--- config.mk ---
export PLATFORM = sky130hd
export DESIGN_NAME = wff_top
export DESIGN_NICKNAME = d
export VERILOG_FILES = /design/src/logic/wff_pkg.sv /design/src/logic/wff_top.sv
export SDC_FILE = /design/constraint.sdc
export NUM_CORES = 1
export LEC_CHECK = 0
export ABC_AREA = 1
export BUFFER_PORTS_ARGS = -buffer_cell sky130_fd_sc_hd__buf_2
export CORE_MARGIN = 4
export CORE_UTILIZATION = 30
export DETAILED_ROUTE_END_ITERATION = 7
export PLACE_DENSITY = 0.45
export SYNTH_ARGS = -nofsm -noshare
export SYNTH_HDL_FRONTEND = slang
export SYNTH_SLANG_ARGS = --single-unit
export TNS_END_PERCENT = 100
--- constraint.sdc ---
create_clock -name core_clk_in -period 10.7 [get_ports core_clk_in]
set_input_delay 0.535 -clock core_clk_in [delete_from_list [all_inputs] [get_ports core_clk_in]]
set_output_delay 0.535 -clock core_clk_in [all_outputs]
set_load 0.01 [all_outputs]
--- src/logic/wff_pkg.sv ---
`default_nettype none
package wff_pkg;

  // Register indices; byte address is four times the index
  localparam logic [5:0] IDX_MASK0 = 6'h01;
  localparam logic [5:0] IDX_MASK1 = 6'h02;
  localparam logic [5:0] IDX_MASK2 = 6'h03;
  localparam logic [5:0] IDX_MASK3 = 6'h04;
  localparam logic [5:0] IDX_CRC_LO = 6'h05;
  localparam logic [5:0] IDX_CRC_HI = 6'h06;
  localparam logic [5:0] IDX_OFFSETS = 6'h07;
  localparam logic [5:0] IDX_LAST = 6'h08;
  localparam logic [5:0] IDX_CMD = 6'h09;
  localparam logic [5:0] IDX_WAKE_CS = 6'h0a;
  localparam logic [5:0] IDX_IRQ_STAT = 6'h10;
  localparam logic [5:0] IDX_IRQ_CLR = 6'h11;
  localparam logic [5:0] IDX_IRQ_EN = 6'h12;

  // Reset values
  localparam logic [31:0] REG_RESET = 32'h0000_0000;
  localparam logic [1:0] PTR_RESET = 2'h0;

  // Field positions
  localparam int NUM_FILTERS = 4;
  localparam int PATTERN_LEN = 32;
  localparam int CMD_W = 20;
  localparam int CMD_NIBBLE_W = 4;
  localparam int CMD_EN_BIT = 0;
  localparam int CMD_DST_BIT = 1;
  localparam int CMD_MCAST_BIT = 2;
  localparam int WCS_WAKE_EN_BIT = 1;
  localparam int WCS_FRAME_SEEN_BIT = 5;

  // Mask CRC, reflected form of x^16 + x^15 + x^2 + 1
  localparam logic [15:0] CRC_INIT = 16'hffff;
  localparam logic [15:0] CRC_POLY_REFL = 16'ha001;

  // Frame byte index counter
  localparam int IDX_W = 11;
  localparam logic [IDX_W-1:0] IDX_MAX = 11'h7ff;

  // AXI responses
  localparam logic [1:0] RESP_OKAY = 2'h0;
  localparam logic [1:0] RESP_SLVERR = 2'h2;

  // One received byte with its qualifiers
  typedef struct packed {
    logic valid;
    logic sof;
    logic eof;
    logic dst_match;
    logic mcast;
    logic [7:0] data;
  } wff_rx_beat_s;

endpackage : wff_pkg
`default_nettype wire

--- src/logic/wff_top.sv ---
`timescale 1ns/1ps
`default_nettype none
module wff_top
  import wff_pkg::*;
(
  // Clock and reset
  input wire logic core_clk_in,
  input wire logic reset_in,
  // AXI4-Lite write address
  input wire logic [7:0] s_axi_awaddr_in,
  input wire logic s_axi_awvalid_in,
  output logic s_axi_awready_out,
  // AXI4-Lite write data
  input wire logic [31:0] s_axi_wdata_in,
  input wire logic [3:0] s_axi_wstrb_in,
  input wire logic s_axi_wvalid_in,
  output logic s_axi_wready_out,
  // AXI4-Lite write response
  output logic [1:0] s_axi_bresp_out,
  output logic s_axi_bvalid_out,
  input wire logic s_axi_bready_in,
  // AXI4-Lite read address
  input wire logic [7:0] s_axi_araddr_in,
  input wire logic s_axi_arvalid_in,
  output logic s_axi_arready_out,
  // AXI4-Lite read data
  output logic [31:0] s_axi_rdata_out,
  output logic [1:0] s_axi_rresp_out,
  output logic s_axi_rvalid_out,
  input wire logic s_axi_rready_in,
  // Receive byte stream
  input wire wff_rx_beat_s rx_beat_in,
  // Events
  output logic wake_frame_out,
  output logic irq_out
);

  // Configuration storage
  logic [31:0] mask_reg [NUM_FILTERS]; // Byte masks
  logic [31:0] crc_pair_reg [2]; // Low pair and high pair CRCs
  logic [31:0] offsets_reg; // Start offsets, one lane each
  logic [31:0] last_reg; // Last-byte values, one lane each
  logic [CMD_W-1:0] cmd_reg; // Command nibbles and cascade bits
  logic wake_en_reg; // Wake-up frame enable
  logic seen_reg; // Wake-frame-seen flag
  logic [NUM_FILTERS-1:0] irq_stat_reg; // Sticky per-filter match
  logic [NUM_FILTERS-1:0] irq_en_reg; // Interrupt enables
  logic [1:0] byte_ptr_reg [IDX_MASK0:IDX_CMD]; // Next byte lane per register

  // Bus holding registers
  logic aw_held_reg;
  logic [7:0] aw_addr_reg;
  logic w_held_reg;
  logic [31:0] w_data_reg;
  logic [3:0] w_strb_reg;

  // Matcher outputs
  logic [NUM_FILTERS-1:0] match_hit;
  logic [IDX_W-1:0] frame_idx_reg;
  logic [IDX_W-1:0] cur_idx;

  // Write commit decode
  logic wr_fire;
  logic [5:0] wr_idx;
  logic [7:0] wr_byte;
  logic wr_byte_ok;
  logic wr_seq;
  logic [1:0] wr_lane;

  // Read decode
  logic [31:0] rd_data;
  logic rd_ok;
  logic [5:0] rd_idx;

  // Replace one byte lane of a word
  function automatic logic [31:0] put_byte(input logic [31:0] old, input logic [1:0] lane,
                                           input logic [7:0] b);
    logic [31:0] res;
    res = old;
    res[8*lane+:8] = b;
    return res;
  endfunction : put_byte

  // One byte through the reflected CRC-16
  function automatic logic [15:0] crc16_byte(input logic [15:0] crc, input logic [7:0] b);
    logic [15:0] c;
    c = crc ^ {8'h00, b};
    for (int i = 0; i < 8; i++)
    begin
      c = c[0] ? ((c >> 1) ^ CRC_POLY_REFL) : (c >> 1);
    end
    return c;
  endfunction : crc16_byte

  // A write commits once address and data are both held
  assign wr_fire = aw_held_reg && w_held_reg && !s_axi_bvalid_out;
  assign wr_idx = aw_addr_reg[7:2];
  assign wr_byte = w_data_reg[7:0];
  assign wr_byte_ok = w_strb_reg[0];
  // Only registers built from byte sequences carry a lane pointer
  assign wr_seq = (wr_idx >= IDX_MASK0) && (wr_idx <= IDX_CMD);
  assign wr_lane = wr_seq ? byte_ptr_reg[wr_idx] : PTR_RESET;

  // Write address channel; taken in either order with data
  always_ff @(posedge core_clk_in)
  begin
    if (reset_in)
    begin
      aw_held_reg <= 1'b0;
      aw_addr_reg <= 8'h00;
      s_axi_awready_out <= 1'b0;
    end
    else
    begin
      if (s_axi_awvalid_in && s_axi_awready_out)
      begin
        aw_held_reg <= 1'b1;
        aw_addr_reg <= s_axi_awaddr_in;
      end
      else if (wr_fire)
      begin
        aw_held_reg <= 1'b0;
      end
      // Ready only while no address or response is held, so one write is under way
      s_axi_awready_out <= !aw_held_reg && !(s_axi_awvalid_in && s_axi_awready_out)
                           && !s_axi_bvalid_out;
    end
  end

  // Write data channel
  always_ff @(posedge core_clk_in)
  begin
    if (reset_in)
    begin
      w_held_reg <= 1'b0;
      w_data_reg <= REG_RESET;
      w_strb_reg <= 4'h0;
      s_axi_wready_out <= 1'b0;
    end
    else
    begin
      if (s_axi_wvalid_in && s_axi_wready_out)
      begin
        w_held_reg <= 1'b1;
        w_data_reg <= s_axi_wdata_in;
        w_strb_reg <= s_axi_wstrb_in;
      end
      else if (wr_fire)
      begin
        w_held_reg <= 1'b0;
      end
      s_axi_wready_out <= !w_held_reg && !(s_axi_wvalid_in && s_axi_wready_out)
                          && !s_axi_bvalid_out;
    end
  end

  // Write response; unmapped offsets answer SLVERR
  always_ff @(posedge core_clk_in)
  begin
    if (reset_in)
    begin
      s_axi_bvalid_out <= 1'b0;
      s_axi_bresp_out <= RESP_OKAY;
    end
    else if (wr_fire)
    begin
      s_axi_bvalid_out <= 1'b1;
      s_axi_bresp_out <= (wr_seq || wr_idx == IDX_WAKE_CS || wr_idx == IDX_IRQ_CLR
                          || wr_idx == IDX_IRQ_EN) ? RESP_OKAY : RESP_SLVERR;
    end
    else if (s_axi_bready_in)
    begin
      s_axi_bvalid_out <= 1'b0;
    end
  end

  // Lane pointers step per byte write and wrap after four
  always_ff @(posedge core_clk_in)
  begin
    if (reset_in)
    begin
      for (int i = IDX_MASK0; i <= IDX_CMD; i++)
      begin
        byte_ptr_reg[i] <= PTR_RESET;
      end
    end
    else if (wr_fire && wr_seq && wr_byte_ok)
    begin
      byte_ptr_reg[wr_idx] <= wr_lane + 2'h1;
    end
  end

  // Byte masks, one register per filter
  always_ff @(posedge core_clk_in)
  begin
    if (reset_in)
    begin
      for (int k = 0; k < NUM_FILTERS; k++)
      begin
        mask_reg[k] <= REG_RESET;
      end
    end
    else if (wr_fire && wr_byte_ok)
    begin
      for (int k = 0; k < NUM_FILTERS; k++)
      begin
        // Least significant byte lands first
        if (wr_idx == IDX_MASK0 + 6'(k))
        begin
          mask_reg[k] <= put_byte(mask_reg[k], wr_lane, wr_byte);
        end
      end
    end
  end

  // CRC pairs, offsets and last-byte values
  always_ff @(posedge core_clk_in)
  begin
    if (reset_in)
    begin
      crc_pair_reg[0] <= REG_RESET;
      crc_pair_reg[1] <= REG_RESET;
      offsets_reg <= REG_RESET;
      last_reg <= REG_RESET;
    end
    else if (wr_fire && wr_byte_ok)
    begin
      case (wr_idx)
        IDX_CRC_LO: crc_pair_reg[0] <= put_byte(crc_pair_reg[0], wr_lane, wr_byte);
        IDX_CRC_HI: crc_pair_reg[1] <= put_byte(crc_pair_reg[1], wr_lane, wr_byte);
        IDX_OFFSETS: offsets_reg <= put_byte(offsets_reg, wr_lane, wr_byte);
        IDX_LAST: last_reg <= put_byte(last_reg, wr_lane, wr_byte);
        default: ; // Other offsets leave these alone
      endcase
    end
  end

  // Command nibbles; lanes above bit 19 are dropped
  always_ff @(posedge core_clk_in)
  begin
    if (reset_in)
    begin
      cmd_reg <= CMD_W'(REG_RESET);
    end
    else if (wr_fire && wr_byte_ok && wr_idx == IDX_CMD)
    begin
      cmd_reg <= CMD_W'(put_byte({12'h000, cmd_reg}, wr_lane, wr_byte));
    end
  end

  // Wake control: enable bit and the seen flag, set beats clear
  always_ff @(posedge core_clk_in)
  begin
    if (reset_in)
    begin
      wake_en_reg <= 1'b0;
      seen_reg <= 1'b0;
    end
    else
    begin
      if (wr_fire && wr_byte_ok && wr_idx == IDX_WAKE_CS)
      begin
        wake_en_reg <= wr_byte[WCS_WAKE_EN_BIT];
      end
      if (|match_hit)
      begin
        seen_reg <= 1'b1;
      end
      else if (wr_fire && wr_byte_ok && wr_idx == IDX_WAKE_CS && wr_byte[WCS_FRAME_SEEN_BIT])
      begin
        seen_reg <= 1'b0; // Host writes one to clear
      end
    end
  end

  // Interrupt status, clear and enable
  always_ff @(posedge core_clk_in)
  begin
    if (reset_in)
    begin
      irq_stat_reg <= '0;
      irq_en_reg <= '0;
    end
    else
    begin
      if (wr_fire && w_strb_reg[0] && wr_idx == IDX_IRQ_EN)
      begin
        irq_en_reg <= w_data_reg[NUM_FILTERS-1:0];
      end
      // A match in the clearing cycle survives the clear
      if (wr_fire && w_strb_reg[0] && wr_idx == IDX_IRQ_CLR)
      begin
        irq_stat_reg <= (irq_stat_reg & ~w_data_reg[NUM_FILTERS-1:0]) | match_hit;
      end
      else
      begin
        irq_stat_reg <= irq_stat_reg | match_hit;
      end
    end
  end

  // Event outputs come from flops, one cycle after the status
  always_ff @(posedge core_clk_in)
  begin
    if (reset_in)
    begin
      irq_out <= 1'b0;
      wake_frame_out <= 1'b0;
    end
    else
    begin
      irq_out <= |(irq_stat_reg & irq_en_reg);
      wake_frame_out <= seen_reg;
    end
  end

  // Read value decode; full words, reserved bits zero
  assign rd_idx = s_axi_araddr_in[7:2];
  always_comb
  begin
    rd_data = REG_RESET;
    rd_ok = 1'b1;
    case (rd_idx)
      IDX_MASK0: rd_data = mask_reg[0];
      IDX_MASK1: rd_data = mask_reg[1];
      IDX_MASK2: rd_data = mask_reg[2];
      IDX_MASK3: rd_data = mask_reg[3];
      IDX_CRC_LO: rd_data = crc_pair_reg[0];
      IDX_CRC_HI: rd_data = crc_pair_reg[1];
      IDX_OFFSETS: rd_data = offsets_reg;
      IDX_LAST: rd_data = last_reg;
      IDX_CMD: rd_data = {12'h000, cmd_reg};
      IDX_WAKE_CS:
      begin
        rd_data[WCS_WAKE_EN_BIT] = wake_en_reg;
        rd_data[WCS_FRAME_SEEN_BIT] = seen_reg;
      end
      IDX_IRQ_STAT: rd_data[NUM_FILTERS-1:0] = irq_stat_reg;
      IDX_IRQ_CLR: rd_data = REG_RESET; // Write-only, reads zero
      IDX_IRQ_EN: rd_data[NUM_FILTERS-1:0] = irq_en_reg;
      default: rd_ok = 1'b0; // Unmapped
    endcase
  end

  // Read channel; answer in the cycle after the address is taken
  always_ff @(posedge core_clk_in)
  begin
    if (reset_in)
    begin
      s_axi_arready_out <= 1'b0;
      s_axi_rvalid_out <= 1'b0;
      s_axi_rdata_out <= REG_RESET;
      s_axi_rresp_out <= RESP_OKAY;
    end
    else
    begin
      if (s_axi_arvalid_in && s_axi_arready_out)
      begin
        s_axi_rvalid_out <= 1'b1;
        s_axi_rdata_out <= rd_data;
        s_axi_rresp_out <= rd_ok ? RESP_OKAY : RESP_SLVERR;
      end
      else if (s_axi_rready_in)
      begin
        s_axi_rvalid_out <= 1'b0;
      end
      s_axi_arready_out <= !s_axi_rvalid_out && !(s_axi_arvalid_in && s_axi_arready_out);
    end
  end

  // Frame byte index, shared by all filters; saturates on long frames
  assign cur_idx = rx_beat_in.sof ? '0 : frame_idx_reg;
  always_ff @(posedge core_clk_in)
  begin
    if (reset_in)
    begin
      frame_idx_reg <= '0;
    end
    else if (rx_beat_in.valid)
    begin
      frame_idx_reg <= (cur_idx == IDX_MAX) ? IDX_MAX : cur_idx + 11'h001;
    end
  end

  // Per-filter pattern window, CRC and compare
  for (genvar g = 0; g < NUM_FILTERS; g++)
  begin : g_filter
    logic [15:0] crc_reg; // Running CRC of selected bytes
    logic [15:0] crc_cur;
    logic [15:0] crc_upd;
    logic [15:0] crc_want;
    logic [IDX_W:0] base;
    logic [IDX_W:0] rel;
    logic [7:0] last_b;
    logic [CMD_NIBBLE_W-1:0] cmd;
    logic in_win;
    logic take;
    logic qual_ok;

    // Offset counts 16-bit words, so it doubles into bytes
    assign base = {3'h0, offsets_reg[8*g+:8], 1'b0};
    assign rel = {1'b0, cur_idx} - base;
    assign last_b = last_reg[8*g+:8];
    assign crc_want = crc_pair_reg[g/2][16*(g%2)+:16];
    assign cmd = cmd_reg[CMD_NIBBLE_W*g+:CMD_NIBBLE_W];
    assign in_win = ({1'b0, cur_idx} >= base) && (rel < (IDX_W+1)'(PATTERN_LEN));
    // Mask selects bytes; last-byte value cuts the pattern short
    assign take = in_win && mask_reg[g][rel[4:0]]
                  && ({3'h0, rel[4:0]} <= last_b);
    assign crc_cur = rx_beat_in.sof ? CRC_INIT : crc_reg;
    assign crc_upd = take ? crc16_byte(crc_cur, rx_beat_in.data) : crc_cur;
    // Qualifiers only apply when their command bit is set
    assign qual_ok = (!cmd[CMD_DST_BIT] || rx_beat_in.dst_match)
                     && (!cmd[CMD_MCAST_BIT] || rx_beat_in.mcast);
    assign match_hit[g] = rx_beat_in.valid && rx_beat_in.eof && cmd[CMD_EN_BIT]
                          && wake_en_reg && qual_ok && (crc_upd == crc_want);

    // CRC register loads on every valid byte; only selected bytes advance it
    always_ff @(posedge core_clk_in)
    begin
      if (reset_in)
      begin
        crc_reg <= CRC_INIT;
      end
      else if (rx_beat_in.valid)
      begin
        crc_reg <= crc_upd;
      end
    end
  end

endmodule : wff_top
`default_nettype wire

==> results.py <==
metrics = {
    "final_layout": {
        "n_fill_cell": 10192,
        "ff_latch_area_sq_um": 11400,
        "fin_util": 0.341,
        "fin_cells": 5302,
        "largest_reg_flops": 128,
        "diodes": 0,
        "area_delta_synth_final_pct": 12.3,
        "finalNetCount": 4146,
        "postLayoutCellArea_sq_um": 31300,
        "layout-drive-gt1-share": 0.0636,
        "multi_input_area_sq_um": 14200,
    },
    "detailed_routing": {
        "routed-via-count": 27897,
        "drc": 0,
        "vias_per_cell": 5.26,
        "firstDrtPassIters": 6,
        "ant_nets": 0,
        "first_iter_violations": 3000,
        "wl_per_cell_um": 23.2,
        "routed_wl_um": 123000,
    },
    "global_routing": {
        "antenna_found_initial": 1,
        "grt_pass1_wl_um": 178000,
        "overflow": 0,
        "grt_max_degree": 67,
        "grt_usage": 0.243,
        "grt_pass1_vias": 25718,
    },
    "place": {
        "gp_routability_congestion": 0.941,
        "dp_hpwl_um": 92000,
        "dpl.cell_count": 5199,
        "port_buffers": 81,
        "dpl_cell_area_sq_um": 29400,
    },
    "power_and_ir_drop": {
        "comb_power_share": 0.165,
        "switchingPower_w": 0.00144,
        "seqPwrFrac": 0.421,
        "p_leak_nw": 13.3,
        "p_clk_frac": 0.414,
        "intPower_w": 0.00318,
        "ir_drop_mv": 0.125,
        "p_sw_frac": 0.312,
        "pwr_density_cell_nw_per_um2": 148,
    },
    "clocking": {
        "clk_latency_ps": 660,
        "post-cts-setup-buffer-count": 0,
        "clk_path_buf_depth": 3,
        "postCtsHoldBufs": 0,
        "cts_tree": "yes",
        "cts-root-buf": "clkbuf_16",
        "ctsResizeCount": 0,
        "cts_max_level": 2,
        "numCtsBuffers": 55,
        "cts_sinks": 455,
        "clk_transition_reported_paths_ps": 70,
    },
    "job": {
        "max_cap_viol_count": 0,
    },
    "worst_setup_path": {
        "ff2ff_path_depth": 26,
        "cp_common_cell": "nand2_1",
        "critPathBufInv": 2,
        "path_max_fanout": 22,
        "critPathSlowestCell": "nor2_1",
        "cp.required_ps": 11300,
        "crit_type": "register to register",
        "rr_startpoint": "frame_idx_reg[4]",
        "slowest_delay_ps": 690,
        "start_kind": "register",
        "reg2reg_to": "seen_reg",
        "end_kind": "register",
        "arrival_ps": 6640,
        "reg2reg_slack_ps": 4660,
        "critPathTopFamily": "simple AND/OR/NAND/NOR gates",
    },
    "logic_synthesis": {
        "synth_top_area_frac": 0.242,
        "synthArstFlopShare": 0,
        "ys_warn_count": 0,
        "synth_most_common_cell": "nand2_1",
        "synth-edff-count": 224,
        "ys_seq_area_frac": 0.408,
        "synthTopCellsByCount": "nand2_1, a21oi_1, inv_1",
        "synth.avg_cell_area_sq_um": 6.96,
        "ys_top_cells_by_area": "edfxtp_1, nand2_1, dfxtp_1",
        "syn-instance-count": 3997,
        "syn_area_sq_um": 27800,
        "synthFlopType": "dfxtp_1",
        "synth_area_leader_cell": "edfxtp_1",
        "ys_ff_latch": 455,
        "synthDistinctLibCells": 51,
    },
    "floorplanning": {
        "io_pins": 115,
        "dieHeight_um": 313,
        "die_width_um": 313,
        "dieArea_sq_um": 97700,
        "rows": 111,
        "core_sq_um": 91800,
        "initial_core_util": 0.303,
    },
    "status": {
        "outcome": "complete, no violations",
    },
    "worst_hold_path": {
        "min_to": "s_axi_rvalid_out",
        "min-delay-start": "s_axi_rready_in",
        "min_path_type": "primary input to register",
        "holdPathStages": 4,
    },
    "timing": {
        "hold_violations": 0,
        "slew_viol_final": 0,
        "fin_hold_ws_ps": 123,
        "tightest_slew_ps": 1200,
        "setup_viol": 0,
        "tns_ps": 0,
        "clock_skew_ps": 62.5,
        "fin_crit_sh": 0.564,
        "max_freq_mhz": 166,
        "layout_min_cycle_time_ps": 6040,
        "slew_headroom": 0.192,
        "rsz0062_at_grt": "false",
    },
}
[layout by cell type (no fill, tap or decap), types with 20 or more instances in the layout]
| cell | count |
|---|---|
| nand2_1 | 1310 |
| a21oi_1 | 456 |
| inv_1 | 391 |
| nand3_1 | 356 |
| nor2_1 | 285 |
| dfxtp_1 | 231 |
| edfxtp_1 | 224 |
| o21ai_0 | 118 |
| buf_2 | 79 |
| clkbuf_16 | 58 |
| xor2_1 | 57 |
| ha_1 | 57 |
| buf_4 | 46 |
| a221oi_1 | 45 |
| o22ai_1 | 41 |
| a22oi_1 | 27 |
| nand4_1 | 24 |
| nand3b_1 | 22 |
| clkbuf_1 | 21 |
| nor3_1 | 20 |
[cells by family after synthesis]
family          share of synthesized area
compound gates                      0.151
xor+xnor                           0.0230
simple gates                        0.305
fa+ha+maj                          0.0285
buf+inv                            0.0844
flops                               0.408
other cells                      0.000135
[worst max path at each step]
stage                     start  endpoint  slack [ps]  cells past startpoint
2_1_floorplan    rx_beat_in[11]  seen_reg        6130                     32
3_3_place_gp     rx_beat_in[11]  seen_reg        4320                     28
3_5_place_dp     rx_beat_in[11]  seen_reg        4300                     28
4_1_cts        frame_idx_reg[3]  seen_reg        4750                     28
5_1_grt        frame_idx_reg[3]  seen_reg        4310                     28
6_report       frame_idx_reg[4]  seen_reg        4660                     26
[tightest hold or removal path: stages]
cell     delay [ps]
buf_2            70
inv_1            30
nand2_1          40
a21oi_1          50
[through the flow]
| step | power [W] | worst slack (ps) |
|---|---|---|
| 2_1_floorplan | 0.00247 | 6130 |
| 3_3_place_gp | 0.00273 | 4320 |
| 3_5_place_dp | 0.00273 | 4300 |
| 4_1_cts | 0.00465 | 4750 |
| 5_1_grt | 0.00482 | 4310 |
| 6_report | 0.00462 | 4660 |
[power groups by stage]
| stage | clock network [W] | registers [W] | logic, W |
|---|---|---|---|
| CTS | 0.00195 | 0.00194 | 0.000758 |
| finish | 0.00191 | 0.00194 | 0.000762 |
| floorplan | 0 | 0.00196 | 0.000515 |
| global route | 0.00203 | 0.00195 | 0.000842 |
| detailed placement | 0 | 0.00198 | 0.000754 |
| global placement | 0 | 0.00198 | 0.000754 |
[layout make-up]
type	instances	area share
Timing Repair Buffer	126	0.0241
Clock buffer	90	0.0532
Sequential cell	455	0.363
Tap cell	1243	0.0498
Inverter	413	0.0497
Clock inverter	13	0.00480
Multi-Input combinational cell	2962	0.455
[metal layers]
layer	track usage	vias up	wire, um	part of all wire
met4	0.0553	0	3080	0.025
met5	0	-	0	0
met2	0.369	1108	52500	0.43
li1	-	13303	-	-
met1	0.362	13344	58400	0.47
met3	0.0391	142	9260	0.075
Power figures use the tool's default switching activity.
